### src/include/sysclk_cfg.svh
// Purpose: constants of the system clock and power mode block
// Assumes: pclk at 20 MHz drives every flip-flop
// Notes: included by its bare name
`ifndef SYSCLK_CFG_SVH
`define SYSCLK_CFG_SVH

// ----------------------------------------
// clock rates
// ----------------------------------------
`define SYS_PCLK_HZ 20000000
`define SYS_FAST_HZ 8000000
`define SYS_SLOW_HZ 32000
`define SYS_FAST_STABLE_CYCLES 16

// ----------------------------------------
// register byte offsets
// ----------------------------------------
`define OFS_CLOCK_MODE_CONTROL 12'h000
`define OFS_POWER_AUX_FLAGS 12'h004
`define OFS_POWER_STATUS 12'h008

// ----------------------------------------
// clock_mode_control fields
// ----------------------------------------
`define CMC_DIV_MSB 7
`define CMC_DIV_LSB 5
`define CMC_SLOW_RDY 3
`define CMC_FAST_RDY 2
`define CMC_IDLE_SEL 1
`define CMC_HIGH_CLK 0
`define CMC_DIV_RESET 3'h0
`define CMC_IDLE_SEL_RESET 1'b1
`define CMC_HIGH_CLK_RESET 1'b1
`define DIV_FIRST_FAST 3'h2
`define DIV_SHIFT_BASE 4'h8

// ----------------------------------------
// power_aux_flags and status fields
// ----------------------------------------
`define PAF_KEEP 7
`define PAF_D3 3
`define PAF_LOW_VOLTAGE_RESET_FLAG 2
`define PAF_WRF 0
`define STS_PDF 0
`define STS_TO 1

// ----------------------------------------
// fast divider taps and slow ready tick count
// ----------------------------------------
`define FAST_TAP16 6'h0F
`define FAST_TAP64 6'h3F
`define SLOW_READY_TICKS 2'h2

`endif

### src/include/sysclk_pkg.sv
// Purpose: types of the system clock and power mode block
// Assumes: nothing
// Notes: constants live in sysclk_cfg.svh
package sysclk_pkg;
	typedef enum logic [2:0] {
		MODE_RUN = 3'b000,
		MODE_IDLE0 = 3'b001,
		MODE_IDLE1 = 3'b010,
		MODE_SLEEP0 = 3'b011,
		MODE_SLEEP1 = 3'b100
	} power_mode_t;
endpackage

### src/include/osc_tick_if.sv
// Purpose: enable and tick pair between a tick generator and its user
// Assumes: both ends on pclk
// Notes: tick is a one-cycle pulse
`timescale 1ns/100ps
`default_nettype none
interface osc_tick_if;
	logic run;
	logic tick;
	modport src (input run, output tick);
	modport sink (output run, input tick);
endinterface
`default_nettype wire

### src/osc_tick_gen.sv
// Purpose: models an oscillator as a tick enable divided from pclk
// Assumes: RATIO of at least 1
// Notes: counter restarts while stopped, so the first tick is a full period
`timescale 1ns/100ps
`default_nettype none
module osc_tick_gen #(
	parameter int RATIO = 2
) (
	// clock and reset
	input wire logic pclk,
	input wire logic presetn,
	// tick pair
	osc_tick_if.src t
);
	localparam int CW = (RATIO > 1) ? $clog2(RATIO) : 1;
	localparam logic [CW-1:0] LAST = CW'(RATIO - 1);
	logic [CW-1:0] cnt_q;
	logic tick_q;
	wire at_last = (cnt_q == LAST);

	always_ff @(posedge pclk or negedge presetn) begin
		if (!presetn) begin
			cnt_q <= '0;
			tick_q <= 1'b0;
		end else if (!t.run) begin
			cnt_q <= '0;
			tick_q <= 1'b0;
		end else begin
			cnt_q <= at_last ? '0 : cnt_q + CW'(1);
			tick_q <= at_last;
		end
	end

	assign t.tick = tick_q;
endmodule
`default_nettype wire

### src/sysclk_power_mode_control.sv
// Purpose: system clock selection and halt power modes behind an APB slave
// Assumes: clocks are modelled as one-cycle enables on pclk
// Notes:
// Function
// divider field selects slow or fast divided
// high clock bit selects undivided fast clock
// fast oscillator stops when slow clock selected
// fast peripheral taps stop with fast oscillator
// slow ready low in deep sleep, rises
// fast ready cleared at reset, set stable
// halt with idle select enters idle mode
// halt otherwise sleeps, depth from watchdog
// deep sleep stops all clocks, holds watchdog
// light sleep keeps watchdog on slow clock
// idle0 stops system clock, keeps time base
// idle1 keeps system and time base clocks
// light sleep and idle clear watchdog counter
// any halt sets power-down, clears expiry
// halt modes keep register contents unchanged
// low voltage flag cleared only by software
// watchdog control reset flag set by hardware
// software selects slow, waits slow ready
// software selects fast, checks fast ready
// unimplemented bits read zero, ignore writes
// fast clock 8MHz, slow clock 32kHz; the model divides pclk by 2 for the fast clock, giving 10MHz at 20 MHz pclk
// clock source switches without runt pulses
//
// Our own choices: the placing of the registers and the APB register port.
`timescale 1ns/100ps
`default_nettype none
`include "sysclk_cfg.svh"
module sysclk_power_mode_control
	import sysclk_pkg::*;
#(
	parameter int FAST_STABLE_CYCLES = `SYS_FAST_STABLE_CYCLES
) (
	// clock and reset
	input wire logic pclk,
	input wire logic presetn,
	// apb slave
	input wire logic psel,
	input wire logic penable,
	input wire logic pwrite,
	input wire logic [11:0] paddr,
	input wire logic [31:0] pwdata,
	input wire logic [3:0] pstrb,
	output logic [31:0] prdata,
	output logic pready,
	output logic pslverr,
	// core and watchdog events
	input wire logic halt_req,
	input wire logic wake_req,
	input wire logic wdt_enabled,
	input wire logic wdt_timeout,
	input wire logic clear_wdt_req,
	input wire logic lvr_event,
	input wire logic wdog_ctrl_reset_event,
	// clock enables
	output logic sysclk_tick,
	output logic tbc_tick,
	output logic wdt_tick,
	output logic fast_div16_tick,
	output logic fast_div64_tick,
	// power state
	output logic fast_osc_enable,
	output logic slow_osc_enable,
	output logic cpu_run,
	output logic wdt_counter_clear,
	output logic wdt_counter_hold,
	output logic [2:0] power_mode,
	output logic power_down_flag,
	output logic watchdog_expiry_flag
);
	// ----------------------------------------
	// oscillator models
	// ----------------------------------------
	localparam int FAST_RATIO = `SYS_PCLK_HZ / `SYS_FAST_HZ;
	localparam int SLOW_RATIO = `SYS_PCLK_HZ / `SYS_SLOW_HZ;
	localparam int FSW = $clog2(FAST_STABLE_CYCLES + 1);
	localparam logic [FSW-1:0] FAST_STABLE = FSW'(FAST_STABLE_CYCLES);

	osc_tick_if fast_if();
	osc_tick_if slow_if();

	osc_tick_gen #(.RATIO(FAST_RATIO)) u_fast_osc (
		.pclk(pclk),
		.presetn(presetn),
		.t(fast_if)
	);
	osc_tick_gen #(.RATIO(SLOW_RATIO)) u_slow_osc (
		.pclk(pclk),
		.presetn(presetn),
		.t(slow_if)
	);

	// ----------------------------------------
	// state
	// ----------------------------------------
	power_mode_t mode_q, mode_d;
	logic [2:0] div_sel_q;
	logic idle_sel_q, high_clk_q;
	logic keep_q, rsvd_d3_q, low_voltage_reset_flag_q, wrf_q;
	logic pdf_q, to_q;
	logic fast_on_q, slow_on_q;
	logic fast_rdy_q, slow_rdy_q;
	logic [FSW-1:0] fast_cnt_q;
	logic [1:0] slow_cnt_q;
	logic [5:0] fdiv_q;
	logic act_fast_q;
	logic [2:0] act_k_q;
	logic [31:0] prdata_q;
	logic pready_q, pslverr_q;
	logic sys_tick_q, tbc_q, wdt_q, d16_q, d64_q;
	logic wclr_q, whold_q, run_q;

	// ----------------------------------------
	// apb decode
	// ----------------------------------------
	wire setup = psel & ~penable;
	wire access = psel & penable & pready_q;
	wire hit_cmc = (paddr == `OFS_CLOCK_MODE_CONTROL);
	wire hit_paf = (paddr == `OFS_POWER_AUX_FLAGS);
	wire hit_sts = (paddr == `OFS_POWER_STATUS);
	wire mapped = hit_cmc | hit_paf | hit_sts;
	// writes land only with the low byte lane enabled; status is read only
	wire wr_ok = access & pwrite & pstrb[0] & ~pslverr_q;
	wire wr_cmc = wr_ok & hit_cmc;
	wire wr_paf = wr_ok & hit_paf;

	// unused positions stay zero on read
	wire [7:0] cmc_rd = {div_sel_q, 1'b0, slow_rdy_q, fast_rdy_q, idle_sel_q, high_clk_q};
	wire [7:0] paf_rd = {keep_q, 3'h0, rsvd_d3_q, low_voltage_reset_flag_q, 1'b0, wrf_q};
	wire [7:0] sts_rd = {6'h00, to_q, pdf_q};
	wire [7:0] rd_byte = hit_cmc ? cmc_rd : hit_paf ? paf_rd : hit_sts ? sts_rd : 8'h00;

	// ----------------------------------------
	// requested clock source
	// ----------------------------------------
	wire div_fast = (div_sel_q >= `DIV_FIRST_FAST);
	wire req_fast = high_clk_q | div_fast;
	// 010 gives shift 6 (/64), 111 gives shift 1 (/2)
	wire [2:0] div_k = 3'(`DIV_SHIFT_BASE - {1'b0, div_sel_q});
	wire [2:0] req_k = high_clk_q ? 3'h0 : div_k;
	wire [6:0] act_mask_w = (7'h01 << act_k_q) - 7'h01;
	wire [5:0] act_mask = act_mask_w[5:0];
	wire fast_ok = fast_on_q & fast_rdy_q;
	wire fast_tick = fast_if.tick & fast_ok;
	wire slow_tick = slow_if.tick & slow_on_q;
	wire fast_src_tick = fast_tick & ((fdiv_q & act_mask) == act_mask);
	wire src_tick = act_fast_q ? fast_src_tick : slow_tick;
	// switch only on a tick of the old source: its period is complete,
	// and the new source must already be ready, so no runt pulse appears
	wire tgt_ready = req_fast ? fast_ok : slow_rdy_q;
	wire sel_differs = (req_fast != act_fast_q) | (req_fast & (req_k != act_k_q));
	// a fast-to-fast change waits for the divider wrap so both taps align
	wire fast_wrap = fast_tick & (fdiv_q == `FAST_TAP64);
	wire boundary = act_fast_q ? (req_fast ? fast_wrap : fast_src_tick) : slow_tick;
	wire do_switch = sel_differs & tgt_ready & boundary;

	// ----------------------------------------
	// halt mode decision
	// ----------------------------------------
	wire in_run = (mode_q == MODE_RUN);
	wire enter_halt = in_run & halt_req;
	always_comb begin
		mode_d = mode_q;
		unique case (mode_q)
			MODE_RUN: begin
				if (halt_req) begin
					if (idle_sel_q) begin
						mode_d = keep_q ? MODE_IDLE1 : MODE_IDLE0;
					end else begin
						mode_d = wdt_enabled ? MODE_SLEEP1 : MODE_SLEEP0;
					end
				end
			end
			MODE_IDLE0, MODE_IDLE1, MODE_SLEEP0, MODE_SLEEP1: begin
				if (wake_req) begin
					mode_d = MODE_RUN;
				end
			end
			default: begin
				mode_d = MODE_RUN;
			end
		endcase
	end

	wire sysclk_live = in_run | (mode_q == MODE_IDLE1);
	wire tbc_live = in_run | (mode_q == MODE_IDLE0) | (mode_q == MODE_IDLE1);
	wire wdt_live = (mode_q != MODE_SLEEP0);
	wire fast_want = (act_fast_q | req_fast) & sysclk_live;
	wire slow_want = (mode_q != MODE_SLEEP0);
	wire halt_to_sleep0 = enter_halt & ~idle_sel_q & ~wdt_enabled;

	assign fast_if.run = fast_on_q;
	assign slow_if.run = slow_on_q;

	// ----------------------------------------
	// apb response
	// ----------------------------------------
	always_ff @(posedge pclk or negedge presetn) begin
		if (!presetn) begin
			prdata_q <= 32'h0000_0000;
			pready_q <= 1'b0;
			pslverr_q <= 1'b0;
		end else begin
			pready_q <= setup;
			pslverr_q <= setup & ~mapped;
			if (setup) begin
				prdata_q <= {24'h00_0000, rd_byte};
			end
		end
	end

	// ----------------------------------------
	// control registers
	// ----------------------------------------
	// halt modes touch none of these, so contents survive sleep and idle
	always_ff @(posedge pclk or negedge presetn) begin
		if (!presetn) begin
			div_sel_q <= `CMC_DIV_RESET;
			idle_sel_q <= `CMC_IDLE_SEL_RESET;
			high_clk_q <= `CMC_HIGH_CLK_RESET;
			keep_q <= 1'b0;
			rsvd_d3_q <= 1'b0;
		end else begin
			if (wr_cmc) begin
				div_sel_q <= pwdata[`CMC_DIV_MSB:`CMC_DIV_LSB];
				idle_sel_q <= pwdata[`CMC_IDLE_SEL];
				high_clk_q <= pwdata[`CMC_HIGH_CLK];
			end
			if (wr_paf) begin
				keep_q <= pwdata[`PAF_KEEP];
				rsvd_d3_q <= pwdata[`PAF_D3];
			end
		end
	end

	// ----------------------------------------
	// reset source flags
	// ----------------------------------------
	// hardware set wins over a software clear in the same cycle
	always_ff @(posedge pclk or negedge presetn) begin
		if (!presetn) begin
			low_voltage_reset_flag_q <= 1'b0;
			wrf_q <= 1'b0;
		end else begin
			low_voltage_reset_flag_q <= lvr_event | (low_voltage_reset_flag_q & ~(wr_paf & ~pwdata[`PAF_LOW_VOLTAGE_RESET_FLAG]));
			wrf_q <= wdog_ctrl_reset_event | (wrf_q & ~(wr_paf & ~pwdata[`PAF_WRF]));
		end
	end

	// ----------------------------------------
	// power mode and status flags
	// ----------------------------------------
	always_ff @(posedge pclk or negedge presetn) begin
		if (!presetn) begin
			mode_q <= MODE_RUN;
			pdf_q <= 1'b0;
			to_q <= 1'b0;
			wclr_q <= 1'b0;
			whold_q <= 1'b0;
			run_q <= 1'b1;
		end else begin
			mode_q <= mode_d;
			run_q <= (mode_d == MODE_RUN);
			pdf_q <= enter_halt | (pdf_q & ~clear_wdt_req);
			to_q <= wdt_timeout | (to_q & ~enter_halt);
			wclr_q <= enter_halt;
			if (halt_to_sleep0) begin
				whold_q <= 1'b1;
			end else if (mode_d != MODE_SLEEP0) begin
				whold_q <= 1'b0;
			end
		end
	end

	// ----------------------------------------
	// oscillator control and ready flags
	// ----------------------------------------
	always_ff @(posedge pclk or negedge presetn) begin
		if (!presetn) begin
			fast_on_q <= 1'b1;
			slow_on_q <= 1'b1;
			fast_rdy_q <= 1'b0;
			fast_cnt_q <= '0;
			slow_rdy_q <= 1'b0;
			slow_cnt_q <= 2'h0;
		end else begin
			fast_on_q <= fast_want;
			slow_on_q <= slow_want;
			if (!fast_on_q) begin
				fast_rdy_q <= 1'b0;
				fast_cnt_q <= '0;
			end else if (!fast_rdy_q) begin
				fast_cnt_q <= fast_cnt_q + FSW'(1);
				fast_rdy_q <= (fast_cnt_q == FAST_STABLE - FSW'(1));
			end
			if (!slow_on_q) begin
				slow_rdy_q <= 1'b0;
				slow_cnt_q <= 2'h0;
			end else if (!slow_rdy_q && slow_if.tick) begin
				slow_cnt_q <= slow_cnt_q + 2'h1;
				slow_rdy_q <= (slow_cnt_q == `SLOW_READY_TICKS - 2'h1);
			end
		end
	end

	// ----------------------------------------
	// source selection and fast divider
	// ----------------------------------------
	always_ff @(posedge pclk or negedge presetn) begin
		if (!presetn) begin
			act_fast_q <= 1'b1;
			act_k_q <= 3'h0;
			fdiv_q <= 6'h00;
		end else begin
			if (!fast_on_q) begin
				fdiv_q <= 6'h00;
			end else if (fast_tick) begin
				fdiv_q <= fdiv_q + 6'h01;
			end
			if (do_switch) begin
				act_fast_q <= req_fast;
				act_k_q <= req_k;
			end
		end
	end

	// ----------------------------------------
	// clock enables
	// ----------------------------------------
	always_ff @(posedge pclk or negedge presetn) begin
		if (!presetn) begin
			sys_tick_q <= 1'b0;
			tbc_q <= 1'b0;
			wdt_q <= 1'b0;
			d16_q <= 1'b0;
			d64_q <= 1'b0;
		end else begin
			sys_tick_q <= src_tick & sysclk_live;
			tbc_q <= slow_tick & tbc_live;
			wdt_q <= slow_tick & wdt_live;
			// both taps vanish whenever the fast oscillator is off
			d16_q <= fast_tick & ((fdiv_q & `FAST_TAP16) == `FAST_TAP16);
			d64_q <= fast_tick & (fdiv_q == `FAST_TAP64);
		end
	end

	// ----------------------------------------
	// outputs
	// ----------------------------------------
	assign prdata = prdata_q;
	assign pready = pready_q;
	assign pslverr = pslverr_q;
	assign sysclk_tick = sys_tick_q;
	assign tbc_tick = tbc_q;
	assign wdt_tick = wdt_q;
	assign fast_div16_tick = d16_q;
	assign fast_div64_tick = d64_q;
	assign fast_osc_enable = fast_on_q;
	assign slow_osc_enable = slow_on_q;
	assign cpu_run = run_q;
	assign wdt_counter_clear = wclr_q;
	assign wdt_counter_hold = whold_q;
	assign power_mode = mode_q;
	assign power_down_flag = pdf_q;
	assign watchdog_expiry_flag = to_q;
endmodule
`default_nettype wire

### config.mk
export PLATFORM = sky130hd
export DESIGN_NAME = sysclk_power_mode_control
export DESIGN_NICKNAME = d
export VERILOG_FILES = /design/src/include/sysclk_pkg.sv /design/src/include/osc_tick_if.sv /design/src/osc_tick_gen.sv /design/src/sysclk_power_mode_control.sv
export VERILOG_INCLUDE_DIRS = /design/src /design/src/include
export SDC_FILE = /design/constraint.sdc
export NUM_CORES = 1
export LEC_CHECK = 0
export BUFFER_PORTS_ARGS = -buffer_cell sky130_fd_sc_hd__buf_4
export CAP_MARGIN = 5
export CORE_AREA = 2 2 89 91
export DETAILED_ROUTE_END_ITERATION = 8
export DIE_AREA = 0 0 91 93
export PLACE_DENSITY = 0.74
export SLEW_MARGIN = 20
export SYNTH_ARGS = -nofsm -noshare
export SYNTH_HDL_FRONTEND = slang
export SYNTH_HIERARCHICAL = 1
export SYNTH_SLANG_ARGS = --single-unit
### constraint.sdc
create_clock -name pclk -period 2.4 [get_ports pclk]
set_clock_uncertainty 0.05 [all_clocks]
set_input_delay 0.72 -clock pclk [delete_from_list [all_inputs] [get_ports pclk]]
set_output_delay 0.72 -clock pclk [all_outputs]
set_load 0.01 [all_outputs]
==> impl_results.md, run 1 <==
* Number of max-slew violations in the final report at 0
* Final hold violations at 0
* Area share of the largest cell type after synthesis at 0.445
* Pin count of the biggest net entering global routing at 31
* Number of sinks driven by the clock tree at between 60 and 70
* Combinational family with the most area after synthesis: simple AND/OR/NAND/NOR gates
* Data arrival at the endpoint of the critical path at approximately 2500 ps
* Number of top-level design ports at 109
* Number of buffers inserted by port buffering at 55
* Setup slack of the most critical reg-to-reg path at 40 ps
* Final-layout setup total negative slack at 0 ps
* Total detailed-routing wirelength at between 6 and 7 mm
* Simple-gate share of the synthesized area at 0.186
* Largest area contributor in the synthesized netlist: dfrtp_1
* Upper clock frequency limit at 424 MHz
* DRC errors left at 0
* Xor/xnor cell area share of the yosys netlist at 0.0344
* Post-placement worst setup slack at between 15 and 20 ps
* Total clock buffers created by CTS at 9
* Slowest Stage Delay on Critical Path at ~440 ps
* Detail-routed via count per cell at 5.06
* Distinct cell type count after synthesis at 64
* Launching point of the worst reg2reg path: div_sel_q[1]
* Period minus WS final at 2360 ps
* Portion of netlist area occupied by mux cells at 0.0389
* Total half-perimeter wirelength after legalization and detailed placement at roughly 4.9 mm
* Kind of end point of the critical path: flop
* Fin worst setup slack at 43.8 ps
* Crit path from: div_sel_q[1]
* Die area at roughly 0.0085 mm2
* Register bit total from synthesis at 65
* Gate count of the mapped netlist at approximately 320
* Path type of the worst min-delay path: in2async
* Starting Density at 0.440
* Slew @ Worst Pin at a little under 700 ps
* Standard cell with the maximum stage delay on the critical path: or4_4
* Final Setup Violations at 0
* Critical path class: reg2reg
* Crit Reg-Reg Endpoint: act_k_q[2]
* Outcome: completed
* Synthesized area per cell at just over 10 um2
* Relative slew slack at 0.533
* Detailed-routing iteration count for the pre-antenna-repair pass at 4
* Core Area at ~0.0075 mm2
* Routed wire per std cell at ~14 um
* Dominant synthesized flop cell: dfrtp_1
* Tcrit/Tclk final at 0.982
* Vias after detailed routing at ~2.5k
* Post-synthesis sequential area ratio at 0.493
* Worst IR Drop VDD at around 0.0005 V
* Fraction of final layout cells sized beyond drive strength 1 at 0.301
* Overall power after layout at between 0.002 and 0.003 W
* Compound-Gate Fraction of Synth Area at 0.125
* Hold_buf cts at 0
* Number of rows in the core area at 32
* Total congestion overflow at 0
* CP cell instances: ha_2 > or4_4 > inv_4 > ha_4 > a41o_1 > o221ai_4 > mux2_4
* CTS clock-pin slew for the worst setup and hold paths at ~70 ps
* Utilization after layout at 0.541
* Deepest clock path buffer count at 2
* FFs w/ async S/R, synth at 1.00
* Antenna Violating Nets Remaining at 0
* Number of DRC markers in iteration 0 at 116
* Worst Path Required at between 2000 and 3000 ps
* Wire length of the first global-routing pass at ~11 mm
* Crit path to: act_k_q[2]
* Number of synthesized flops with an enable pin at 0
* Area added between synthesis and finish at 23.0%
* CTS tree: yes
* Setup repair after global routing missed its margin: yes
* Cell leakage power at between 1.5 and 2 nW
* Number of nets in the final layout at ~460
* Later-pin clock latency in the skew report at about 330 ps
* Antenna cell count at 0
* Die outline width at between 90 and 100 um
* Commonest cells after routing, fill and taps aside: buf_4 (71), dfrtp_1 (59), nand2_1 (27)
* Power per unit of standard cell area at just over 700 mW/mm2
* Number of antenna violations at the first check in global routing at 0
* Overall track demand over capacity in global routing at 0.168
* Final RePlAce weighted congestion at ~0.77
* Yosys warning total at 6
* Top post-synthesis cells by area: dfrtp_1 (45%), buf_4 (5.7%), dfstp_2 (4.8%), ha_1 (3.4%), nand2_1 (3.1%)
* Maximum fanout along the worst path at 4
* Number of global-route vias before repair at around 2.4k
* Number of max-cap violations at 0
* CTS HTree Levels at 3
* Height of the die at between 90 and 100 um
* Clock root buffer master: clkbuf_8
* Startpoint class of the critical path: flop
* Syn Std Cell Area at 0.00331 mm2
* Cell count of the worst reg-to-reg path at 7
* Leading cell type in the layout, fill and taps excluded: buf_4
* Adder-cell share of the synthesized area at 0.0340
-- how the worst min path moves through the flow --
stage,to,slack (ps),cells past startpoint
after floorplan,act_k_q[0],370,0
after global placement,prdata[1],420,2
after detailed placement,prdata[1],420,2
after CTS,prdata[7],260,1
after global routing,low_voltage_reset_flag_q,280,1
final,prdata[7],260,1
-- timing repair --
item                       4_1_cts  5_1_grt
gates resized for setup          0        8
buffers inserted                 0        5
setup endpoints to repair        0        3
-- final cells by class --
cell class | instances | area [um2]
Fill cell | 698 | 3450
Clock inverter | 3 | 15.0
Clock buffer | 13 | 159
Sequential cell | 65 | 1630
Tap cell | 102 | 128
Inverter | 18 | 70.1
Multi-Input combinational cell | 229 | 1540
Timing Repair Buffer | 71 | 533
-- where the power goes --
| group | leakage (nW) | internal [W] | switching [W] |
|---|---|---|---|
| Combinational | 1.01 | 0.000316 | 0.000325 |
| Sequential | 0.831 | 0.00127 | 0.000193 |
| Clock | 0.0932 | 0.000427 | 0.000390 |
| Total | 1.94 | 0.00202 | 0.000908 |
-- stage by stage --
| step | hold WS (ps) | instance area [um2] | instances |
|---|---|---|---|
| 3_5_place_dp | 419 | 3810 | 480 |
| 3_3_place_gp | 415 | 3810 | 480 |
| 2_1_floorplan | 374 | 3410 | 345 |
| 4_1_cts | 259 | 3980 | 496 |
| 6_report | 256 | 4080 | 501 |
| 5_1_grt | 281 | 4080 | 501 |
-- cells by family (layout without fill, tap and decap cells) --
| kind of cell | after synthesis | in the layout |
|---|---|---|
| adder cells (fa/ha/maj) | 9 | 9 |
| AO/OA/AOI/OAI | 60 | 60 |
| XOR/XNOR | 13 | 13 |
| multiplexers | 12 | 12 |
| flip-flops | 65 | 65 |
| other | 1 | 25 |
| AND/OR/NAND/NOR | 110 | 110 |
| buffers and inverters | 51 | 105 |
-- flip-flops by register name, summed over array words and instances, names as in the netlist, 2 cells and up --
signal / flops
u_slow_osc/cnt_q: 10
prdata: 7
fdiv_q: 6
fast_cnt_q: 5
act_k_q: 3
div_sel_q: 3
power_mode: 3
slow_cnt_q: 2
-- synthesized netlist by cell type (2+ instances only) --
| cell | number |
|---|---|
| nor3_1 | 6 |
| o22ai_1 | 2 |
| and2b_2 | 2 |
| nand4b_1 | 2 |
| dfstp_2 | 6 |
| dfrtp_1 | 59 |
| nand2_1 | 27 |
| xnor2_1 | 8 |
| and2_1 | 8 |
| mux2i_1 | 5 |
| o21ai_0 | 20 |
| nand3_1 | 9 |
| nand4_1 | 3 |
| a32o_1 | 2 |
| or4_1 | 2 |
| nor2_1 | 19 |
| a21oi_1 | 9 |
| nor2b_1 | 4 |
| nand2b_1 | 6 |
| a31oi_1 | 3 |
| ha_1 | 9 |
| buf_4 | 25 |
| mux2_2 | 5 |
| a41o_1 | 2 |
| xor2_1 | 5 |
| and3_1 | 3 |
| inv_1 | 18 |
| clkbuf_1 | 5 |
| nor4_1 | 3 |
| mux2_1 | 2 |
| nor3_2 | 2 |
| o211a_1 | 2 |
| a22oi_1 | 3 |
| a21boi_0 | 3 |
| o21a_1 | 2 |
| or3_1 | 2 |
-- critical path, delay by kind of cell, from the launching register on --
kind,cells,cell delay [ps]
compound gates,2,540
mux,1,330
buf+inv,1,90
simple gates,1,440
flops,1,420
fa+ha+maj,2,380
-- layer usage --
layer / vias up / global-route usage / wire length (um)
li1: 1219 / - / -
met1: 1241 / 0.214 / 3040
met2: 65 / 0.280 / 3460
met3: 8 / 0.0234 / 191
met4: 0 / 0.0922 / 123
met5: - / 0 / 0
No activity file was read; power rests on OpenSTA's default activity.
==> run 2, diff against run 1 <==
--- a/config.mk
+++ b/config.mk
@@ -6,11 +6,12 @@
 export SDC_FILE = /design/constraint.sdc
 export NUM_CORES = 1
 export LEC_CHECK = 0
+export ABC_AREA = 1
 export BUFFER_PORTS_ARGS = -buffer_cell sky130_fd_sc_hd__buf_4
 export CAP_MARGIN = 5
-export CORE_AREA = 2 2 89 91
+export CORE_AREA = 2 2 90 92
 export DETAILED_ROUTE_END_ITERATION = 8
-export DIE_AREA = 0 0 91 93
+export DIE_AREA = 0 0 92 94
 export PLACE_DENSITY = 0.74
 export SLEW_MARGIN = 20
 export SYNTH_ARGS = -nofsm -noshare
==> impl_results.md, run 2 <==
* Tcrit/Tclk final at 0.816 (-0.166)
* Hold_buf cts at 0 (unchanged)
* Deepest clock path buffer count at 2 (unchanged)
* Global routing usage on met3 at 0.0546 (+0.0312)
* Area added between synthesis and finish at 19.4%
* DRC errors left at 0 (unchanged)
* Dominant synthesized flop cell: dfrtp_1
* Number of synthesized flops with an enable pin at 0 (unchanged)
* Final RePlAce weighted congestion at 0.855 (+12%)
* Number of max-slew violations in the final report at 0 (unchanged)
* Gate count of the mapped netlist at 399 (+24%)
* Final hold violations at 0 (unchanged)
* Largest area contributor in the synthesized netlist: dfrtp_1
* Utilization after layout at 0.535 (-0.00685)
* Setup fix buffers added after clock tree synthesis at 0 (unchanged)
* Startpoint class of the critical path: flop
* Overall track demand over capacity in global routing at 0.163 (-0.00549)
* Sequential power share at 0.502 (about the same)
* Number of buffers inserted by port buffering at 55 (unchanged)
* Cell area after placement at 0.00387 mm2 (+1.5%)
* Number of nets in the final layout at 533 (+15%)
* Met1 usage at 0.196 (-0.0174)
* Antenna cell count at 0 (unchanged)
* CP cell instances: buf_4
* Data arrival at the endpoint of the critical path at 1190 ps (-1330 ps)
* CTS clock-pin slew for the worst setup and hold paths at 70 ps (about the same)
* Starting Density at 0.448 (+0.00737)
* Detail-routed via count per cell at 4.78 (-5.5%)
* Slowest Stage Delay on Critical Path at 680 ps (+240 ps)
* Hold slack at 230 ps (-26.1 ps)
* Final-layout setup total negative slack at 0 ps (unchanged)
* Crit path max-delay family: flip-flops
* Period minus WS final at 1960 ps (-399 ps)
* Later-pin clock latency in the skew report at 340 ps (about the same)
* Total congestion overflow at 0 (unchanged)
* Cell-internal power at 0.00179 W (-11%)
* Synthesized area per cell at 8.54 um2 (-17%)
* Register bit total from synthesis at 65 (unchanged)
* Power share of the clock group at 0.375 (+0.096)
* Yosys warning total at 6 (unchanged)
* Area of all placed cells without fillers at 0.00407 mm2 (-0.21%)
* Routing layer with the top usage in global route: met2
* Power per unit of standard cell area at 608 mW/mm2 (-15%)
* Commonest cells after routing, fill and taps aside: nand2_1 (71), dfrtp_1 (59), buf_4 (56)
* Top post-synthesis cells by area: dfrtp_1 (43%), nand2_1 (7.8%), inv_1 (6.1%), buf_4 (5.5%), nor2_1 (5.2%)
* Detailed-routing iteration count for the pre-antenna-repair pass at 5 (+1)
* Core Area at 0.00761 mm2 (+1.1%)
* Net Sw Power at 0.000686 W (-24%)
* Pin count of the biggest net entering global routing at 42 (+35%)
* Met2 track utilization from global routing at 0.275 (-0.00451)
* Proportion of total power due to net switching at 0.277 (-0.0330)
* Leading cell type in the layout, fill and taps excluded: nand2_1
* Total detailed-routing wirelength at 6.66 mm (-2.2%)
* Maximum fanout along the worst path at 13 (+9)
* Fraction of final layout cells sized beyond drive strength 1 at 0.222 (-0.0790)
* Die outline width at 92 um (+1.1%)
* Height of the die at 94 um (+1.1%)
* Most used standard cell by instance count after synthesis: nand2_1
* Post-synthesis sequential area ratio at 0.480 (-0.0132)
* Syn Std Cell Area at 0.00341 mm2 (+2.8%)
* Worst IR Drop VDD at 0.000350 V (-30%)
* Path type of the worst min-delay path: in2async
* CTS tree: yes
* Vias after detailed routing at 2727 (+7.7%)
* Routed wire per std cell at 11.7 um (-14%)
* Number of rows in the core area at 32 (unchanged)
* Number of antenna violations at the first check in global routing at 0 (unchanged)
* Upper clock frequency limit at 511 MHz (+20%)
* Antenna Violating Nets Remaining at 0 (unchanged)
* Setup repair after global routing missed its margin: no
* Wire length of the first global-routing pass at 11.2 mm (-1.7%)
* CTS HTree Levels at 3 (unchanged)
* Number of top-level design ports at 109 (unchanged)
* Critical path class: reg2out
* Number of sinks driven by the clock tree at 65 (unchanged)
* Count of cells resized by post-cts repair at 0 (unchanged)
* Number of max-cap violations at 0 (unchanged)
* Total clock buffers created by CTS at 9 (unchanged)
* Most used standard cells in the synthesized netlist: nand2_1 (71), dfrtp_1 (59), inv_1 (55)
* Final Setup Violations at 0 (unchanged)
* Standard cell with the maximum stage delay on the critical path: dfstp_2
* Number of DRC markers in iteration 0 at 122 (+5.2%)
* Distinct cell type count after synthesis at 39 (-39%)
* Total half-perimeter wirelength after legalization and detailed placement at 5.00 mm (+1.8%)
* Flip-flop count of the largest register after layout at 10 (unchanged)
* FFs w/ async S/R, synth at 1.00 (unchanged)
* Buffers & Inverters on Critical Path at 1 (unchanged)
* Share of power burned in combinational logic at 0.123 (-0.096)
* Overall power after layout at 0.00247 W (-15%)
* Clock root buffer master: clkbuf_8
* Worst Path Required at 1630 ps (-930 ps)
* Register with the most flip-flops: u_slow_osc/cnt_q
* Cell leakage power at 2.06 nW (+6.6%)
* Outcome: completed
* Die area at 0.00865 mm2 (+2.2%)
* Area share of the largest cell type after synthesis at 0.434 (-0.0119)
* Number of global-route vias before repair at 2570 (+6.2%)
* Kind of end point of the critical path: output pin
run 2: worst paths after layout:
kind                               startpoint             endpoint  slack, ps  depth (start not counted)
setup / recovery              fast_osc_enable      fast_osc_enable        440                          1
max in group asynchronous             presetn           act_fast_q       1480                          2
min in group pclk          u_fast_osc/at_last   u_fast_osc/at_last        390                          1
setup reg to reg                 div_sel_q[0]           act_k_q[0]        650                         11
hold reg to reg            u_fast_osc/at_last   u_fast_osc/at_last        390                          1
hold / removal                        presetn  u_slow_osc/cnt_q[9]        230                          1
run 2: cell families (layout without fill, tap and decap cells):
logic type      Yosys count  after routing  synth area share
mux                       1              1           0.00331
other cells               1             25           0.00110
flops                    65             65             0.480
compound gates           51             51            0.0889
buf+inv                  85            131             0.122
simple gates            182            182             0.259
xor+xnor                  5              5            0.0129
fa+ha+maj                 9              9            0.0331
run 2: power groups by stage:
stage | Combinational [W] | Clock (W) | Sequential [W]
floorplan | 0.000197 | 0 | 0.00125
global route | 0.000345 | 0.00100 | 0.00125
finish | 0.000305 | 0.000927 | 0.00124
detailed placement | 0.000306 | 0 | 0.00126
CTS | 0.000310 | 0.000954 | 0.00124
global placement | 0.000297 | 0 | 0.00126
run 2: metrics by stage:
stage               setup slack, ps  cells
global placement                390    555
CTS                             426    571
floorplan                       687    423
detailed placement              351    555
finish                          443    571
global route                    383    571
run 2: routing by layer:
layer / part of all wire / wire [um] / vias up
met5: 0 / 0 / -
met4: 0.020 / 135 / 0
met3: 0.063 / 422 / 12
met2: 0.49 / 3240 / 79
met1: 0.43 / 2870 / 1256
li1: - / - / 1380
run 2: area by class of cell:
type                            instances  area (um2)
Clock inverter                          7        76.3
Multi-Input combinational cell        273        1450
Tap cell                              102         128
Timing Repair Buffer                   57         440
Inverter                               58         218
Clock buffer                            9         124
Sequential cell                        65        1630
Fill cell                             681        3540
==> run 3, diff against run 2 <==
==> constraint.sdc (replaced) <==
create_clock -name pclk -period 1.6 [get_ports pclk]
set_clock_uncertainty 0.05 [all_clocks]
set_input_delay 0.48 -clock pclk [delete_from_list [all_inputs] [get_ports pclk]]
set_output_delay 0.48 -clock pclk [all_outputs]
set_load 0.01 [all_outputs]
==> impl_results.md, run 3 (synthesis gave the netlist of run 2 again) <==
* Outcome: complete, but fails checks
* Violations in the final reports: setup timing
* Kind of end point of the critical path: output pin
* Number of instances in the placed design at 575 (+3.6%)
* Setup repair after global routing missed its margin: yes
* Final Setup Violations at 2 (+2)
* Path type of the worst min-delay path: in2reg
* Commonest cells after routing, fill and taps aside: buf_4 (78), nand2_1 (66), dfrtp_1 (59)
* Register with the most flip-flops: u_slow_osc/cnt_q
* Number of global-route vias before repair at 2920 (+14%)
* Antenna cell count at 0 (unchanged)
* Cell count of the worst reg-to-reg path at 10 (-1)
* Wire length of the first global-routing pass at 12.4 mm (+11%)
* DRC errors left at 0 (unchanged)
* CP cell instances: buf_6 > buf_6
* Die outline width at 92 um (unchanged)
* Upper clock frequency limit at roughly 600 MHz
* Final RePlAce weighted congestion at 0.868 (+1.6%)
* Tcrit/Tclk final at 1.02
* Number of nets in the final layout at 564 (+5.8%)
* Fin worst setup slack at -36.2 ps (-479 ps)
* Sequential power share at 0.471 (-0.031)
* Final hold violations at 0 (unchanged)
* Number of top-level design ports at 109 (unchanged)
* Clock root buffer master: clkbuf_8
* Later-pin clock latency in the skew report at 350 ps (about the same)
* Cell-internal power at 0.00288 W (+61%)
* Met1 usage at 0.211 (+0.0149)
* Pin count of the biggest net entering global routing at 25 (-40%)
* Number of sinks driven by the clock tree at 65 (unchanged)
* Met2 track utilization from global routing at 0.311 (+0.0362)
* Height of the die at 94 um (unchanged)
* Number of max-slew violations in the final report at 0 (unchanged)
* Startpoint class of the critical path: flop
* Data arrival at the endpoint of the critical path at 1110 ps (-80 ps)
* Routing layer with the top usage in global route: met2
* Number of max-cap violations at 0 (unchanged)
* Final-layout setup total negative slack at -46.7 ps (-46.7 ps)
* Die area at 0.00865 mm2 (unchanged)
* Cell repeated most along the worst path: buf_6
* Antenna Violating Nets Remaining at 0 (unchanged)
* Share of power burned in combinational logic at 0.130 (+0.007)
* Total half-perimeter wirelength after legalization and detailed placement at 5.49 mm (+9.7%)
* Number of DRC markers in iteration 0 at 113 (-7.4%)
* Worst IR Drop VDD at 0.000428 V (+22%)
* Leading cell type in the layout, fill and taps excluded: buf_4
* Maximum fanout along the worst path at 2 (-11)
* Standard cell with the maximum stage delay on the critical path: dfstp_2
* Cell leakage power at 2.24 nW (+8.8%)
* Number of rows in the core area at 32 (unchanged)
* Deepest clock path buffer count at 2 (unchanged)
* Detailed-routing iteration count for the pre-antenna-repair pass at 4 (-1)
* Overall track demand over capacity in global routing at 0.182 (+0.0187)
* Number of antenna violations at the first check in global routing at 0 (unchanged)
* Number of buffers inserted by port buffering at 55 (unchanged)
* CTS tree: yes
* Period minus WS final at approximately 1600 ps
* Vias after detailed routing at 2892 (+6.1%)
* Fraction of final layout cells sized beyond drive strength 1 at 0.290 (+0.0683)
* Detail-routed via count per cell at 4.80 (+0.59%)
* Utilization after layout at 0.581 (+0.0461)
* Power share of the clock group at 0.399 (+0.024)
* Filler-free cell count of the finished design at 602 (+5.4%)
* Starting Density at 0.448 (unchanged)
* Total detailed-routing wirelength at 7.30 mm (+9.5%)
* Core Area at 0.00761 mm2 (unchanged)
* Hold depth at 2
* Total clock buffers created by CTS at 9 (unchanged)
* Total congestion overflow at 0 (unchanged)
* Routed wire per std cell at 12.1 um (+3.9%)
* CTS clock-pin slew for the worst setup and hold paths at 80 ps (about the same)
* Flip-flop count of the largest register after layout at 10 (unchanged)
* Power per unit of standard cell area at 893 mW/mm2 (+47%)
* Critical path class: reg2out
* Proportion of total power due to net switching at 0.270 (-0.00713)
* CTS HTree Levels at 3 (unchanged)
* Worst Path Required at 1070 ps (-560 ps)
* Slowest Stage Delay on Critical Path at 560 ps (-120 ps)
* Area added between synthesis and finish at 29.7%
* Global routing usage on met3 at 0.0401 (-0.0144)
* Net Sw Power at 0.00107 W (+55%)
* Post-placement worst setup slack at -77.9 ps (-429 ps)
run 3: changes by cell type in the layout (fill, tap and decap cells not counted), sizes merged:
cell,previous run,this run
dlygate4sd3,0,1
bufinv,1,2
buf,57,87
clkinvlp,2,1
run 3: worst max-delay path: cells and delay by family (launching register included):
family	cells	cell delay (ps)
buf+inv	2	190
flops	1	560
run 3: per-stage QoR:
| stage | hold WS, ps | total power [W] | area (um2) |
|---|---|---|---|
| 2_1_floorplan | 134 | 0.00218 | 3500 |
| 3_3_place_gp | 358 | 0.00235 | 4040 |
| 3_5_place_dp | 359 | 0.00237 | 4040 |
| 4_1_cts | 231 | 0.00397 | 4330 |
| 5_1_grt | 253 | 0.00410 | 4420 |
| 6_report | 250 | 0.00394 | 4420 |
run 3: power groups by stage:
| stage | logic (W) | clock network (W) | registers, W |
|---|---|---|---|
| floorplan | 0.000297 | 0 | 0.00188 |
| global placement | 0.000469 | 0 | 0.00188 |
| detailed placement | 0.000485 | 0 | 0.00189 |
| CTS | 0.000507 | 0.00161 | 0.00186 |
| global route | 0.000574 | 0.00166 | 0.00187 |
| finish | 0.000514 | 0.00157 | 0.00186 |
run 3: repair_timing:
item                       CTS  global route
buffers inserted             3             7
gates resized for setup      8            10
pin swaps                    2             9
setup endpoints to repair    5             8
hold buffers                 1             0
hold endpoints to repair    18             0
run 3: routing by layer:
metal / vias up / wire (um)
met2: 91 / 3540
met1: 1350 / 3170
met3: 16 / 390
met4: 0 / 188
met5: - / 0
li1: 1435 / -
run 3: final timing paths:
path	start	end	slack (ps)
max in group asynchronous	presetn	cpu_run	460
setup / recovery	fast_osc_enable	fast_osc_enable	-40
hold / removal	clear_wdt_req	power_down_flag	250
setup reg to reg	fast_osc_enable	act_k_q[1]	10
hold reg to reg	u_fast_osc/at_last	u_fast_osc/at_last	390
min in group asynchronous	presetn	u_slow_osc/cnt_q[6]	520
run 3: area by class of cell:
cell class / instances / area [um2]
Clock buffer: 9 / 124
Clock inverter: 7 / 103
Fill cell: 681 / 3190
Inverter: 58 / 218
Multi-Input combinational cell: 273 / 1490
Sequential cell: 65 / 1630
Tap cell: 102 / 128
Timing Repair Buffer: 88 / 723
